==> config.mk <==
export PLATFORM = sky130hd
export DESIGN_NAME = iem_interrupt_enable_mask
export DESIGN_NICKNAME = d
export VERILOG_FILES = /design/src/hw/iem_interrupt_enable_mask.v
export VERILOG_INCLUDE_DIRS = /design/src /design/src/hw
export SDC_FILE = /design/constraint.sdc
export NUM_CORES = 1
export LEC_CHECK = 0
export CAP_MARGIN = 30
export CORE_UTILIZATION = 24
export CTS_CLUSTER_DIAMETER = 120
export DETAILED_ROUTE_END_ITERATION = 8
export DONT_BUFFER_PORTS = 1
export HOLD_SLACK_MARGIN = 0.05
export SLEW_MARGIN = 20
export SYNTH_ARGS = -nofsm -noshare
export SYNTH_HDL_FRONTEND = slang
export SYNTH_SLANG_ARGS = --single-unit
==> constraint.sdc <==
create_clock -name mclk -period 1.8 [get_ports mclk]
set_clock_uncertainty 0.15 [all_clocks]
set_input_delay 0.18 -clock mclk [delete_from_list [all_inputs] [get_ports mclk]]
set_output_delay 0.18 -clock mclk [all_outputs]
set_load 0.01 [all_outputs]
==> src/hw/iem_regs.vh <==
// Register map and field constants for the interrupt enable mask block
// Overview of operation
// - Bit 7 of the enable register is the global gate for all interrupts.
// - Global gate overrides every individual mask bit.
// - Gate at 0 blocks every source from the CPU.
// - Gate at 1 passes each source per its own mask bit.
// - Bit 6 masks all SPI port requests.
// - Bit 5 masks Timer 2; request from low or high overflow flag.
// - Bit 4 masks the UART interrupt.
// - Bit 3 masks Timer 1; request from its overflow flag.
// - Bit 2 masks external line 1 requests.
// - Bit 1 masks the Timer 0 interrupt.
// - Bit 0 masks external line 0 requests.
// - A flag still set and enabled after return raises a new request at once.
`ifndef IEM_REGS_VH
`define IEM_REGS_VH
`define IEM_ADDR_ENABLE  8'ha8
`define IEM_RESET_ENABLE 8'h00
`define IEM_BIT_GATE     7
`define IEM_BIT_SPI      6
`define IEM_BIT_TIMER2   5
`define IEM_BIT_UART     4
`define IEM_BIT_TIMER1   3
`define IEM_BIT_EXT1     2
`define IEM_BIT_TIMER0   1
`define IEM_BIT_EXT0     0
`endif

==> src/hw/iem_interrupt_enable_mask.v <==
// Interrupt enable register and per-source request gating
`timescale 1ns/100ps
`include "iem_regs.vh"
module iem_interrupt_enable_mask (
    input  wire       mclk,                      // System clock, 25 MHz
    input  wire       reset,                     // Async reset, active high
    input  wire [7:0] sfr_addr,                  // Special-function register address
    input  wire       sfr_wr,                    // Write strobe, one cycle
    input  wire       sfr_rd,                    // Read strobe, one cycle
    input  wire [7:0] sfr_wdata,                 // Write data
    output reg  [7:0] sfr_rdata,                 // Read data, registered
    input  wire       ext_line0_pending,         // External line 0 pending flag
    input  wire       timer0_overflow_flag,      // Timer 0 overflow flag
    input  wire       ext_line1_input,           // External line 1 pending request
    input  wire       timer1_overflow_flag,      // Timer 1 overflow flag
    input  wire       uart_pending,              // UART receive or transmit flag
    input  wire       timer2_low_overflow_flag,  // Timer 2 low-byte overflow
    input  wire       timer2_high_overflow_flag, // Timer 2 high-byte overflow
    input  wire       spi_pending,               // Any SPI port pending flag
    output reg  [6:0] irq_request,               // Gated requests, bit n = source n
    output reg  [7:0] irq_enable_reg             // Register contents to core
);

    // Working notes for whoever wires this block to the core:
    // - One 8-bit enable register; bit 7 gates all, bits 6..0 mask a source each.
    // - Every field is read/write and the register clears to zero on reset.
    // - Out of reset nothing can request until software sets the gate.
    // - Requests are levels, not pulses; a flag left set keeps requesting.
    // - So a flag still set after the handler returns requests again at once.
    // - Flags are cleared at the peripheral, never here.
    // - Timer 2 has two overflow flags behind one mask; either one requests.
    // - The SPI port folds all of its causes into one pending input.
    // - Each request leaves a flip-flop, so the core sees it one clock late.
    // - That clock of latency buys glitch-free request lines to the core.
    // - A write takes effect on the register at its own edge.
    // - Requests follow the new masks one edge after that.
    // - Reads have no side effects; read and write together return old data.
    // - Read data stands for one cycle only, then drops back to zero.
    // - Unmapped addresses are ignored and read back as zero.
    // - No error is flagged for an unmapped access; the core never waits.
    // - Priority and vectoring live in the core, not in this block.

    // Register layout, most significant bit first:
    //   7  global gate
    //   6  SPI port mask
    //   5  Timer 2 mask
    //   4  UART mask
    //   3  Timer 1 mask
    //   2  external line 1 mask
    //   1  Timer 0 mask
    //   0  external line 0 mask
    // Request bit n follows register bit n for n below 7.

    // Field views of the enable register
    wire       global_irq_gate;     // Bit 7, master gate
    wire       spi_irq_mask;        // Bit 6, SPI port
    wire       timer2_irq_mask;     // Bit 5, Timer 2
    wire       uart_irq_mask;       // Bit 4, UART
    wire       timer1_irq_mask;     // Bit 3, Timer 1
    wire       ext_line1_irq_mask;  // Bit 2, external line 1
    wire       timer0_irq_mask;     // Bit 1, Timer 0
    wire       ext_line0_irq_mask;  // Bit 0, external line 0

    // Timer 2 causes merged
    wire       timer2_pending;      // Either Timer 2 overflow

    // Per-source gated requests
    wire       ext_line0_gated;     // Source 0
    wire       timer0_gated;        // Source 1
    wire       ext_line1_gated;     // Source 2
    wire       timer1_gated;        // Source 3
    wire       uart_gated;          // Source 4
    wire       timer2_gated;        // Source 5
    wire       spi_gated;           // Source 6

    // Next-state values
    reg  [7:0] nxt_enable;          // Enable register next value
    reg  [6:0] nxt_request;         // Request lines next value
    reg  [7:0] nxt_rdata;           // Read data next value

    // Field views of the enable register
    assign global_irq_gate    = irq_enable_reg[`IEM_BIT_GATE];
    assign spi_irq_mask       = irq_enable_reg[`IEM_BIT_SPI];
    assign timer2_irq_mask    = irq_enable_reg[`IEM_BIT_TIMER2];
    assign uart_irq_mask      = irq_enable_reg[`IEM_BIT_UART];
    assign timer1_irq_mask    = irq_enable_reg[`IEM_BIT_TIMER1];
    assign ext_line1_irq_mask = irq_enable_reg[`IEM_BIT_EXT1];
    assign timer0_irq_mask    = irq_enable_reg[`IEM_BIT_TIMER0];
    assign ext_line0_irq_mask = irq_enable_reg[`IEM_BIT_EXT0];

    // Timer 2 has two overflow causes sharing one mask
    assign timer2_pending = timer2_low_overflow_flag | timer2_high_overflow_flag;

    // Flag, mask and gate all needed; gate overrides every mask
    assign ext_line0_gated = ext_line0_pending & ext_line0_irq_mask & global_irq_gate;
    assign timer0_gated    = timer0_overflow_flag & timer0_irq_mask & global_irq_gate;
    assign ext_line1_gated = ext_line1_input & ext_line1_irq_mask & global_irq_gate;
    assign timer1_gated    = timer1_overflow_flag & timer1_irq_mask & global_irq_gate;
    assign uart_gated      = uart_pending & uart_irq_mask & global_irq_gate;
    assign timer2_gated    = timer2_pending & timer2_irq_mask & global_irq_gate;
    assign spi_gated       = spi_pending & spi_irq_mask & global_irq_gate;

    // Next register value; written field by field, all fields read/write
    always @*
    begin
        nxt_enable = irq_enable_reg;
        if (sfr_wr)
        begin
            case (sfr_addr)
                `IEM_ADDR_ENABLE:
                begin
                    nxt_enable[`IEM_BIT_GATE]   = sfr_wdata[`IEM_BIT_GATE];
                    nxt_enable[`IEM_BIT_SPI]    = sfr_wdata[`IEM_BIT_SPI];
                    nxt_enable[`IEM_BIT_TIMER2] = sfr_wdata[`IEM_BIT_TIMER2];
                    nxt_enable[`IEM_BIT_UART]   = sfr_wdata[`IEM_BIT_UART];
                    nxt_enable[`IEM_BIT_TIMER1] = sfr_wdata[`IEM_BIT_TIMER1];
                    nxt_enable[`IEM_BIT_EXT1]   = sfr_wdata[`IEM_BIT_EXT1];
                    nxt_enable[`IEM_BIT_TIMER0] = sfr_wdata[`IEM_BIT_TIMER0];
                    nxt_enable[`IEM_BIT_EXT0]   = sfr_wdata[`IEM_BIT_EXT0];
                end
                default:
                begin
                    nxt_enable = irq_enable_reg; // Unmapped writes ignored
                end
            endcase
        end
    end

    // Requests in core order; levels, so a flag left set re-requests at once
    always @*
    begin
        nxt_request                  = 7'h00;
        nxt_request[`IEM_BIT_EXT0]   = ext_line0_gated;
        nxt_request[`IEM_BIT_TIMER0] = timer0_gated;
        nxt_request[`IEM_BIT_EXT1]   = ext_line1_gated;
        nxt_request[`IEM_BIT_TIMER1] = timer1_gated;
        nxt_request[`IEM_BIT_UART]   = uart_gated;
        nxt_request[`IEM_BIT_TIMER2] = timer2_gated;
        nxt_request[`IEM_BIT_SPI]    = spi_gated;
    end

    // Read data; old value on a same-cycle write, zero when unmapped
    always @*
    begin
        nxt_rdata = 8'h00;
        if (sfr_rd)
        begin
            case (sfr_addr)
                `IEM_ADDR_ENABLE:
                begin
                    nxt_rdata = irq_enable_reg;
                end
                default:
                begin
                    nxt_rdata = 8'h00;
                end
            endcase
        end
    end

    // Enable register
    always @(posedge mclk or posedge reset)
    begin
        if (reset)
        begin
            irq_enable_reg <= `IEM_RESET_ENABLE;
        end
        else
        begin
            irq_enable_reg <= nxt_enable;
        end
    end

    // Request lines; registered so the core never sees a glitch
    always @(posedge mclk or posedge reset)
    begin
        if (reset)
        begin
            irq_request <= 7'h00;
        end
        else
        begin
            irq_request <= nxt_request;
        end
    end

    // Read data; reads have no side effects
    always @(posedge mclk or posedge reset)
    begin
        if (reset)
        begin
            sfr_rdata <= 8'h00;
        end
        else
        begin
            sfr_rdata <= nxt_rdata;
        end
    end

endmodule // iem_interrupt_enable_mask

* After elaboration in Yosys (flattened, before gate mapping)
Index checks and enable logic that the tools add are counted.
** Cells by class
- $add $sub $neg :: 0
- $mul :: 0
- Div/mod/pow operators :: 0
- $lt $le $gt $ge :: 0
- Eq/ne operators :: 1
- Shift-type cells :: 0
- Mux-type cells :: 2
- Bitwise logic cells :: 15
- Reductions and logical operators :: 1
** Operators with widths (count)
- 8-bit two-way mux :: 2
- 1-bit bitwise AND :: 14
- 8-bit equality test, second input constant :: 1
- 2-bit AND reduction :: 1
- 1-bit bitwise OR :: 1
** Storage, ports and cells
- Register bits :: 23
- Bits in latches :: 0
- Bits in writable memories :: 0
- ROM bits :: 0
- Input port bits :: 28
- Output and inout bits :: 23
- Memories kept :: 0

* Logic depth before layout (Yosys ltp)
Gate-level depths: netlist of run 1.
- Depth after elaboration :: 3
- Depth in mapped cells :: 3

* Worst setup path after synthesis of run 1
Ideal clock, no wire load.
- Path type :: input to register
- Start point :: in sfr_addr[1]
- End point :: reg irq_enable_reg[0]
- Library setup time :: 125 ps
- Data arrival time :: 922 ps
- Required time :: 1525 ps
- Path slack :: 603 ps
- Stages on the path :: 3
- Path buffers :: 0
- Cells stage by stage :: nor4b_4 -> nand3_4 -> mux2_2
** Between the ends
- Cells in the longest elaborated chain, start to end :: 2
** Ends and longest elaborated chain
- start: declaration :: RTL line iem_interrupt_enable_mask.v:7 : input wire [7:0] sfr_addr,
- 8-bit equality test :: RTL line iem_interrupt_enable_mask.v:109 : case (sfr_addr)
- 2-bit AND reduction (no source line)
- end signal: assignment :: RTL line iem_interrupt_enable_mask.v:166 : irq_enable_reg <= `IEM_RESET_ENABLE;
- end signal: assignment :: RTL line iem_interrupt_enable_mask.v:170 : irq_enable_reg <= nxt_enable;
- end: declaration :: RTL line iem_interrupt_enable_mask.v:21 : output reg [7:0] irq_enable_reg
No other way between the ends.
A chain may end at the register's enable or synchronous reset.

==> results.md, run 1 <==
Final layout:
- 0 antenna diodes ended up in the layout.
- The proportion of layout cells with a drive suffix above 1 is 19.8%.
- The net count of the finished layout is 110.
- After routing the design area is 1170 µm².
- Registers take 576 µm².
- The layout has 331 filler cells.
- Summing all multi-input logic gate instances after layout gives 249 µm².
- The area growth from synthesis to layout is 40.9%.

Place:
- Input and output buffers added on the ports amount to 0.
- At the placement stage, the worst setup path has a slack of 0.511 ns.
- The final estimated routing congestion in global placement is 0.688.
- After detailed placement, the total cell area comes to 891 µm².
- Detailed placement ended at an HPWL of 1220 µm.

Global routing:
- The first-pass GRT wire length is 2880 µm.
- Entering global routing, the biggest net connects 24 pins.
- The via count of the first global-routing pass is 627.
- The initial antenna violation count is 0.
- The total global-route track usage is 11.3%.
- The final global-route overflow total is 0.

Clocking:
- TritonCTS built the clock tree.
- The master cell of the clock root buffer is clkbuf_4.
- The number of H-tree levels is 1.
- The number of hold buffers added after CTS was 25.
- The insertion delay of the later-clocked pin in the worst-skew pair is 0.30 ns.
- The number of buffers added by the clock tree synthesis step is 3.
- The number of buffers between clock root and the deepest sink is 2.
- Once the clock tree was built, the resizer swapped 0 gates to a different size.
- The CTS clock-pin slew for the worst setup and hold paths is 0.12 ns.
- The number of buffers added for setup after CTS is 0.
- For this design, the sink count on the clock tree is 23.

Floorplanning:
- The die covers 3690 µm².
- The overall die height is 60.7 µm.
- From left edge to right edge, the die measures 60.7 µm.
- The cell row count is 20.
- The top-level port count is 51.
- The total core area is 3150 µm².
- Once the floorplan was initialized, standard cells occupied 26.3% of the core.

Logic synthesis:
- Among all cell types in the netlist, the one instantiated most often is dfrtp_1.
- The area share of and/or/nand/nor cells after synthesis is 18.0%.
- Yosys printed 0 warnings.
- The fraction of synthesized area in multiplexers is 10.9%.
- The post-synthesis cell area is 828 µm².
- The proportion of register bits with asynchronous set or reset after synthesis is 100%.
- Counting every net in the synthesized netlist gives 79.
- The mean cell area of the mapped netlist is 16.2 µm².
- The top cell type by area accounts for 69.5% of the synthesized area.
- The count of flip-flops with a built-in enable after synthesis is 0.
- The post-synthesis sequential element count is 23.
- After synthesis, the most frequently instantiated cells are dfrtp_1, and2_1, mux2_2.
- The synthesized netlist devotes 1.21% of its cell area to compound gates.
- The synthesized netlist devotes 0% of its cell area to XOR and XNOR gates.
- By area the synthesized netlist is led by dfrtp_1, mux2_2, and2_1.
- The share of the yosys chip area belonging to registers is 69.5%.
- The most used flip-flop cell after synthesis is dfrtp_1.
- After synthesis, the largest family of logic cells by area is simple AND/OR/NAND/NOR gates.
- The number of distinct standard cells referenced by the synthesized netlist is 10.
- The cell accounting for the most synthesized area is dfrtp_1.
- Summing the areas of all fa, ha and maj instances in the mapped netlist gives 0% of the synthesized area.
- After technology mapping, the gate count stands at 51.

Routing:
- In the routed layout, each cell is associated on average with a via count of 4.30.
- The number of remaining DRC errors is 0.
- Once detail routing completed, the nets flagged for antenna violations numbered 0.
- For this run, the detailed router's first-pass iteration total came to 3.
- The count of routing violations after the opening detailed-route iteration is 1.
- The detailed-route via count is 538.
- After detailed routing, the average wire length per cell comes to 15.0 µm.
- The total length of routed wires is 1880 µm.

Timing:
- Setup repair after global routing left no endpoint under its margin.
- The final count of hold timing violations is 0.
- Headroom to the max-slew limit came out at 74.6%.
- The transition time at the pin with the least slew margin is 0.380 ns.
- The shortest clock period the worst path allows after layout is 1.67 ns.
- The worst setup slack after layout is 0.129 ns.
- The final-layout setup total negative slack is 0 ns.
- Timing would allow up to 0.598 GHz.
- Setup violations remaining at the end of the flow were counted as 0.
- The number of pins exceeding their max-slew limit in the final report is 0.
- Of the available clock period, the critical path in the final layout requires 92.8%.

Power and ir drop:
- The portion of total power attributed to combinational logic is 7.8%.
- The portion of total power attributed to the clock network is 27.6%.
- The standby leakage power is 0.609 nW.
- Net switching is 21.6% of the power.
- Dividing total power by cell area gives a power density of 718 nW/µm².
- Across the VDD grid, the largest voltage drop is 0.387 mV.
- The sequential fraction of design power is 64.6%.
- Internal power comes to 0.657 mW.
- The switching power is 0.181 mW.

Worst setup path:
- The endpoint arrival time on the critical path is 1.71 ns.
- The startpoint of the most critical register-to-register path is irq_enable_reg[7].
- The data required time at the worst endpoint is 1.84 ns.
- The endpoint type of the worst setup path is a flip-flop.
- The critical path in this run is classified as reg2reg.
- In this run the worst path has a maximum fanout of 10.
- The cell depth of the worst flop-to-flop path is 2.
- The worst reg-to-reg setup slack is 0.13 ns.
- STA classifies the critical path startpoint as a flip-flop.
- The capturing point of the worst reg2reg path is irq_enable_reg[7].

Outcome:
- The flow ran to the end, and the final reports show no timing, DRC or antenna violations.

Run:
- The tool flagged a number of max-cap violations equal to 0.

Hold path:
- The path with the worst hold slack has its endpoint at sfr_rdata[7].
- The worst min-delay path startpoint is sfr_rd.
- The depth of the worst hold-timing path is 2.
- The path class of the tightest hold or removal check is in2reg.
[layer usage]
metal	track usage [%]	wire, µm
met3	3.84	215
met5	0	0
met2	21.8	1040
met1	10.7	608
met4	4.87	11
[layout make-up]
class                   instances  area share (%)
flip-flops and latches         23            49.3
repair buffers                 26            22.1
multi-input cells              27            21.3
well taps                      44            4.72
clock buffers                   4            2.25
inverters                       1           0.322
[cell families after synthesis]
family	count (synthesis)
DFF	23
muxes	8
and+or+nand+nor	18
AOI/OAI and AO/OA	1
buffers and inverters	1
[metrics by stage]
step / total power [mW] / util, % / hold slack (ns) / cells
after detailed placement: 0.577 / 28.3 / -0.0122 / 96
final: 0.838 / 37.0 / 0.147 / 125
after global routing: 0.889 / 37.0 / 0.117 / 125
after CTS: 0.850 / 37.0 / 0.130 / 125
after floorplan: 0.567 / - / 0.0319 / 51
after global placement: 0.575 / 28.3 / -0.0160 / 96
[power groups by stage]
stage	logic (mW)	registers, mW	clock network [mW]
after floorplan	0.0201	0.547	0
after global placement	0.0246	0.551	0
after detailed placement	0.0259	0.551	0
after CTS	0.0655	0.542	0.243
after global routing	0.0715	0.543	0.274
final	0.0651	0.541	0.232
[placed cells by master (no fill, tap or decap)]
master,netlist,layout
clkbuf_1,0,1
buf_4,0,1
mux2_2,8,8
and3_2,1,1
nor4b_4,1,1
and3_1,6,6
and2_1,8,8
nand3_4,1,1
and4bb_2,1,1
clkbuf_4,0,3
inv_1,1,1
dfrtp_1,23,23
dlygate4sd3_1,0,25
o211a_1,1,1
[critical path: stages (launching register included)]
cell and delay (ns):
dfrtp_1 0.54, mux2_2 0.32, dlygate4sd3_1 0.56
[worst max-delay path by stage]
stage / depth (start not counted) / endpoint / from
after floorplan: 3 / irq_enable_reg[0] / sfr_addr[1]
after global placement: 3 / irq_enable_reg[4] / sfr_addr[1]
after detailed placement: 3 / irq_enable_reg[4] / sfr_addr[1]
after CTS: 2 / irq_enable_reg[7] / irq_enable_reg[7]
after global routing: 2 / irq_enable_reg[7] / irq_enable_reg[7]
final: 2 / irq_enable_reg[7] / irq_enable_reg[7]
(Power assumes the default switching activity.)
==> run 2: changes to the inputs <==
PLACE_DENSITY_LB_ADDON = 0.1   (was not set)
==> run 2 against run 1 <==
Compared with the run above: cell count unchanged; maximum frequency decreased by 0.59%; sequential share of layout area decreased by 0.053 points; sequential cell count unchanged; critical path type unchanged; highest routed layer unchanged.
==> results.md, run 2 (synthesis gave the netlist of run 1 again) <==
Clocking:
- The insertion delay of the later-clocked pin in the worst-skew pair is 0.30 ns (about the same).
- The number of buffers between clock root and the deepest sink is 2 (unchanged).
- The number of buffers added by the clock tree synthesis step came to 3 (unchanged).
- The CTS tree is done.
- The sink count of the clock tree is 23 (unchanged).
- The CTS clock-pin slew for the worst setup and hold paths is 0.12 ns (about the same).
- The number of buffers added for setup after CTS is 0 (unchanged).
- The number of H-tree levels was 1 (unchanged).
- The tree is rooted in a clkbuf_4.
- The number of cells upsized or downsized after cts is 0 (unchanged).
- The number of buffers inserted by hold repair at cts is 25 (unchanged).

Timing:
- The fraction of the cycle the final worst path needs is 93.4% (+0.55 points).
- The transition time at the pin with the least slew margin is 0.442 ns (+0.0614 ns).
- The number of pins exceeding their max-slew limit in the final report is 0 (unchanged).
- The relative slew slack came to 70.5% (-4.1 points).
- Setup repair after global routing left no endpoint under its margin.
- The final count of hold timing violations is 0 (unchanged).
- The shortest clock period the worst path allows after layout was 1.68 ns (+0.00988 ns).
- The final-layout setup total negative slack was 0 ns (unchanged).
- The highest clock rate is 0.595 GHz (-0.59%).
- The number of endpoints failing setup at the final stage is 0 (unchanged).

Place:
- The final estimated routing congestion in global placement is 0.602 (-13%).
- The number of buffers added on ports is 0 (unchanged).

Power and ir drop:
- The standby leakage power was 0.612 nW (+0.45%).
- The portion of total power attributed to the clock network came to 27.4% (-0.2 points).
- The cell area power density was 714 nW/µm² (-0.53%).
- The switching power came to 0.181 mW (about the same).
- The portion of total power attributed to combinational logic is 7.7% (about the same).
- The overall power consumption is 0.834 mW (-0.42%).
- The net switching fraction of the power came to 21.7% (+0.089 points).
- The sequential fraction of design power is 64.8% (+0.2 points).
- The maximum vdd drop was 0.412 mV (+6.5%).
- The cell internal power dissipation is 0.653 mW (-0.53%).

Worst setup path:
- The setup path with the least slack is of type reg2reg.
- The signal on the critical path passes through mux2_2, dlygate4sd3_1.
- The endpoint arrival time on the critical path is 1.73 ns (+0.02 ns).
- The number of buffers and inverters on the critical path was 1 (unchanged).
- The startpoint type of the worst setup path is a flip-flop.
- The largest driver fanout on the critical path came to 10 (unchanged).
- The data required time at the worst endpoint is 1.85 ns (about the same).
- The family of cells with the greatest summed delay on the critical path is flip-flops.
- The worst setup path is captured at a flip-flop.
- The cell type of the slowest stage on the worst timing path is dfrtp_1.
- The delay of the slowest cell on the worst path is 0.55 ns (about the same).

Global routing:
- The via count of the first global-routing pass was 527 (-16%).
- The initial antenna violation count was 0 (unchanged).
- The first-pass GRT wire length came to 2480 µm (-14%).
- The pin count of the biggest net entering global routing is 14 (-42%).
- The final global-route overflow total is 0 (unchanged).
- The total global-route track usage was 9.88% (-1.4 points).

Routing:
- The number of antenna-violating nets in the routed design is 0 (unchanged).
- The detailed-routed wire length on met2 is 830 µm (-20%).
- The via-per-instance ratio is 4.21 (-2.2%).
- The count of routing violations after the opening detailed-route iteration is 11 (+10).
- The total length of routed wires is 1670 µm (-11%).
- The number of search-and-repair iterations in the first detailed-routing pass is 3 (unchanged).
- The number of remaining DRC errors is 0 (unchanged).
- The detailed-route via count was 526 (-2.2%).
- The sum of met3 wire segment lengths after detailed routing is 165 µm (-23%).
- The routed metal-1 wirelength was 652 µm (+7.2%).
- The routed wirelength normalized by instance count is 13.3 µm (-11%).
- Routed signal wires occupy layers up through met4.

Run:
- The count of maximum capacitance violations is 0 (unchanged).

Floorplanning:
- The horizontal die dimension is 60.7 µm (unchanged).
- The top-level port count was 51 (unchanged).
- The cell row count is 20 (unchanged).
- The die outline area was 3690 µm² (unchanged).
- The initial standard-cell utilization of the core was 26.3% (unchanged).
- The total core area was 3150 µm² (unchanged).
- The overall die height is 60.7 µm (unchanged).

Final layout:
- In the layout the commonest cells are dlygate4sd3_1, dfrtp_1, mux2_2, and2_1, and3_1.
- The synthesis-to-layout area growth is 41.1%.
- The proportion of layout cells with a drive suffix above 1 is 21.0% (+1.2 points).
- The most common cell after layout, fill and taps aside is dlygate4sd3_1.
- The number of diodes added for antenna fixing is 0 (unchanged).
- The number of nets in the final layout came to 110 (unchanged).

Hold path:
- The path class of the tightest hold or removal check is in2reg.

Outcome:
- The run finished with clean final reports.
run 2: layout make-up:
| class | count | area [µm²] |
|---|---|---|
| clock buffer | 3 | 22.5 |
| sequential | 23 | 576 |
| tap | 44 | 55.1 |
| timing repair buffer | 26 | 258 |
| inverter | 1 | 3.75 |
| fill | 334 | 1980 |
| clock inverter | 1 | 5.00 |
| multi-input combinational | 27 | 249 |
run 2: power groups by stage:
stage | clock, mW | combinational [mW] | sequential [mW]
floorplan | 0 | 0.0201 | 0.547
global placement | 0 | 0.0253 | 0.552
detailed placement | 0 | 0.0260 | 0.552
CTS | 0.246 | 0.0659 | 0.542
global route | 0.279 | 0.0712 | 0.544
finish | 0.229 | 0.0646 | 0.541
run 2: path summary, 6_finish.rpt:
path / start / cells past startpoint / end / slack (ns)
worst max register to register: irq_enable_reg[7] / 2 / irq_enable_reg[7] / 0.12
max in group asynchronous: reset / 3 / irq_enable_reg[6] / 0.82
worst min register to register: irq_enable_reg[0] / 1 / sfr_rdata[0] / 0.45
worst max-delay path: irq_enable_reg[7] / 2 / irq_enable_reg[7] / 0.12
min in group asynchronous: reset / 2 / sfr_rdata[7] / 0.16
worst min-delay path: sfr_rd / 2 / sfr_rdata[2] / 0.14
run 2: layer usage:
metal  up-vias  track usage [%]
li1        235                -
met1       253             11.3
met2        36             16.6
met3         2             5.12
met4         0             1.95
met5         -                0
run 2: through the flow:
stage	cells	utilization, %	hold WS [ns]	setup WS, ns	cell area (µm²)
after detailed placement	96	28.3	-0.0442	0.527	891
final	125	37.1	0.135	0.119	1170
after floorplan	51	-	0.0319	0.603	828
after global placement	96	28.3	-0.0510	0.554	891
after CTS	125	37.1	0.134	0.0992	1170
after global routing	125	37.1	0.108	0.0726	1170
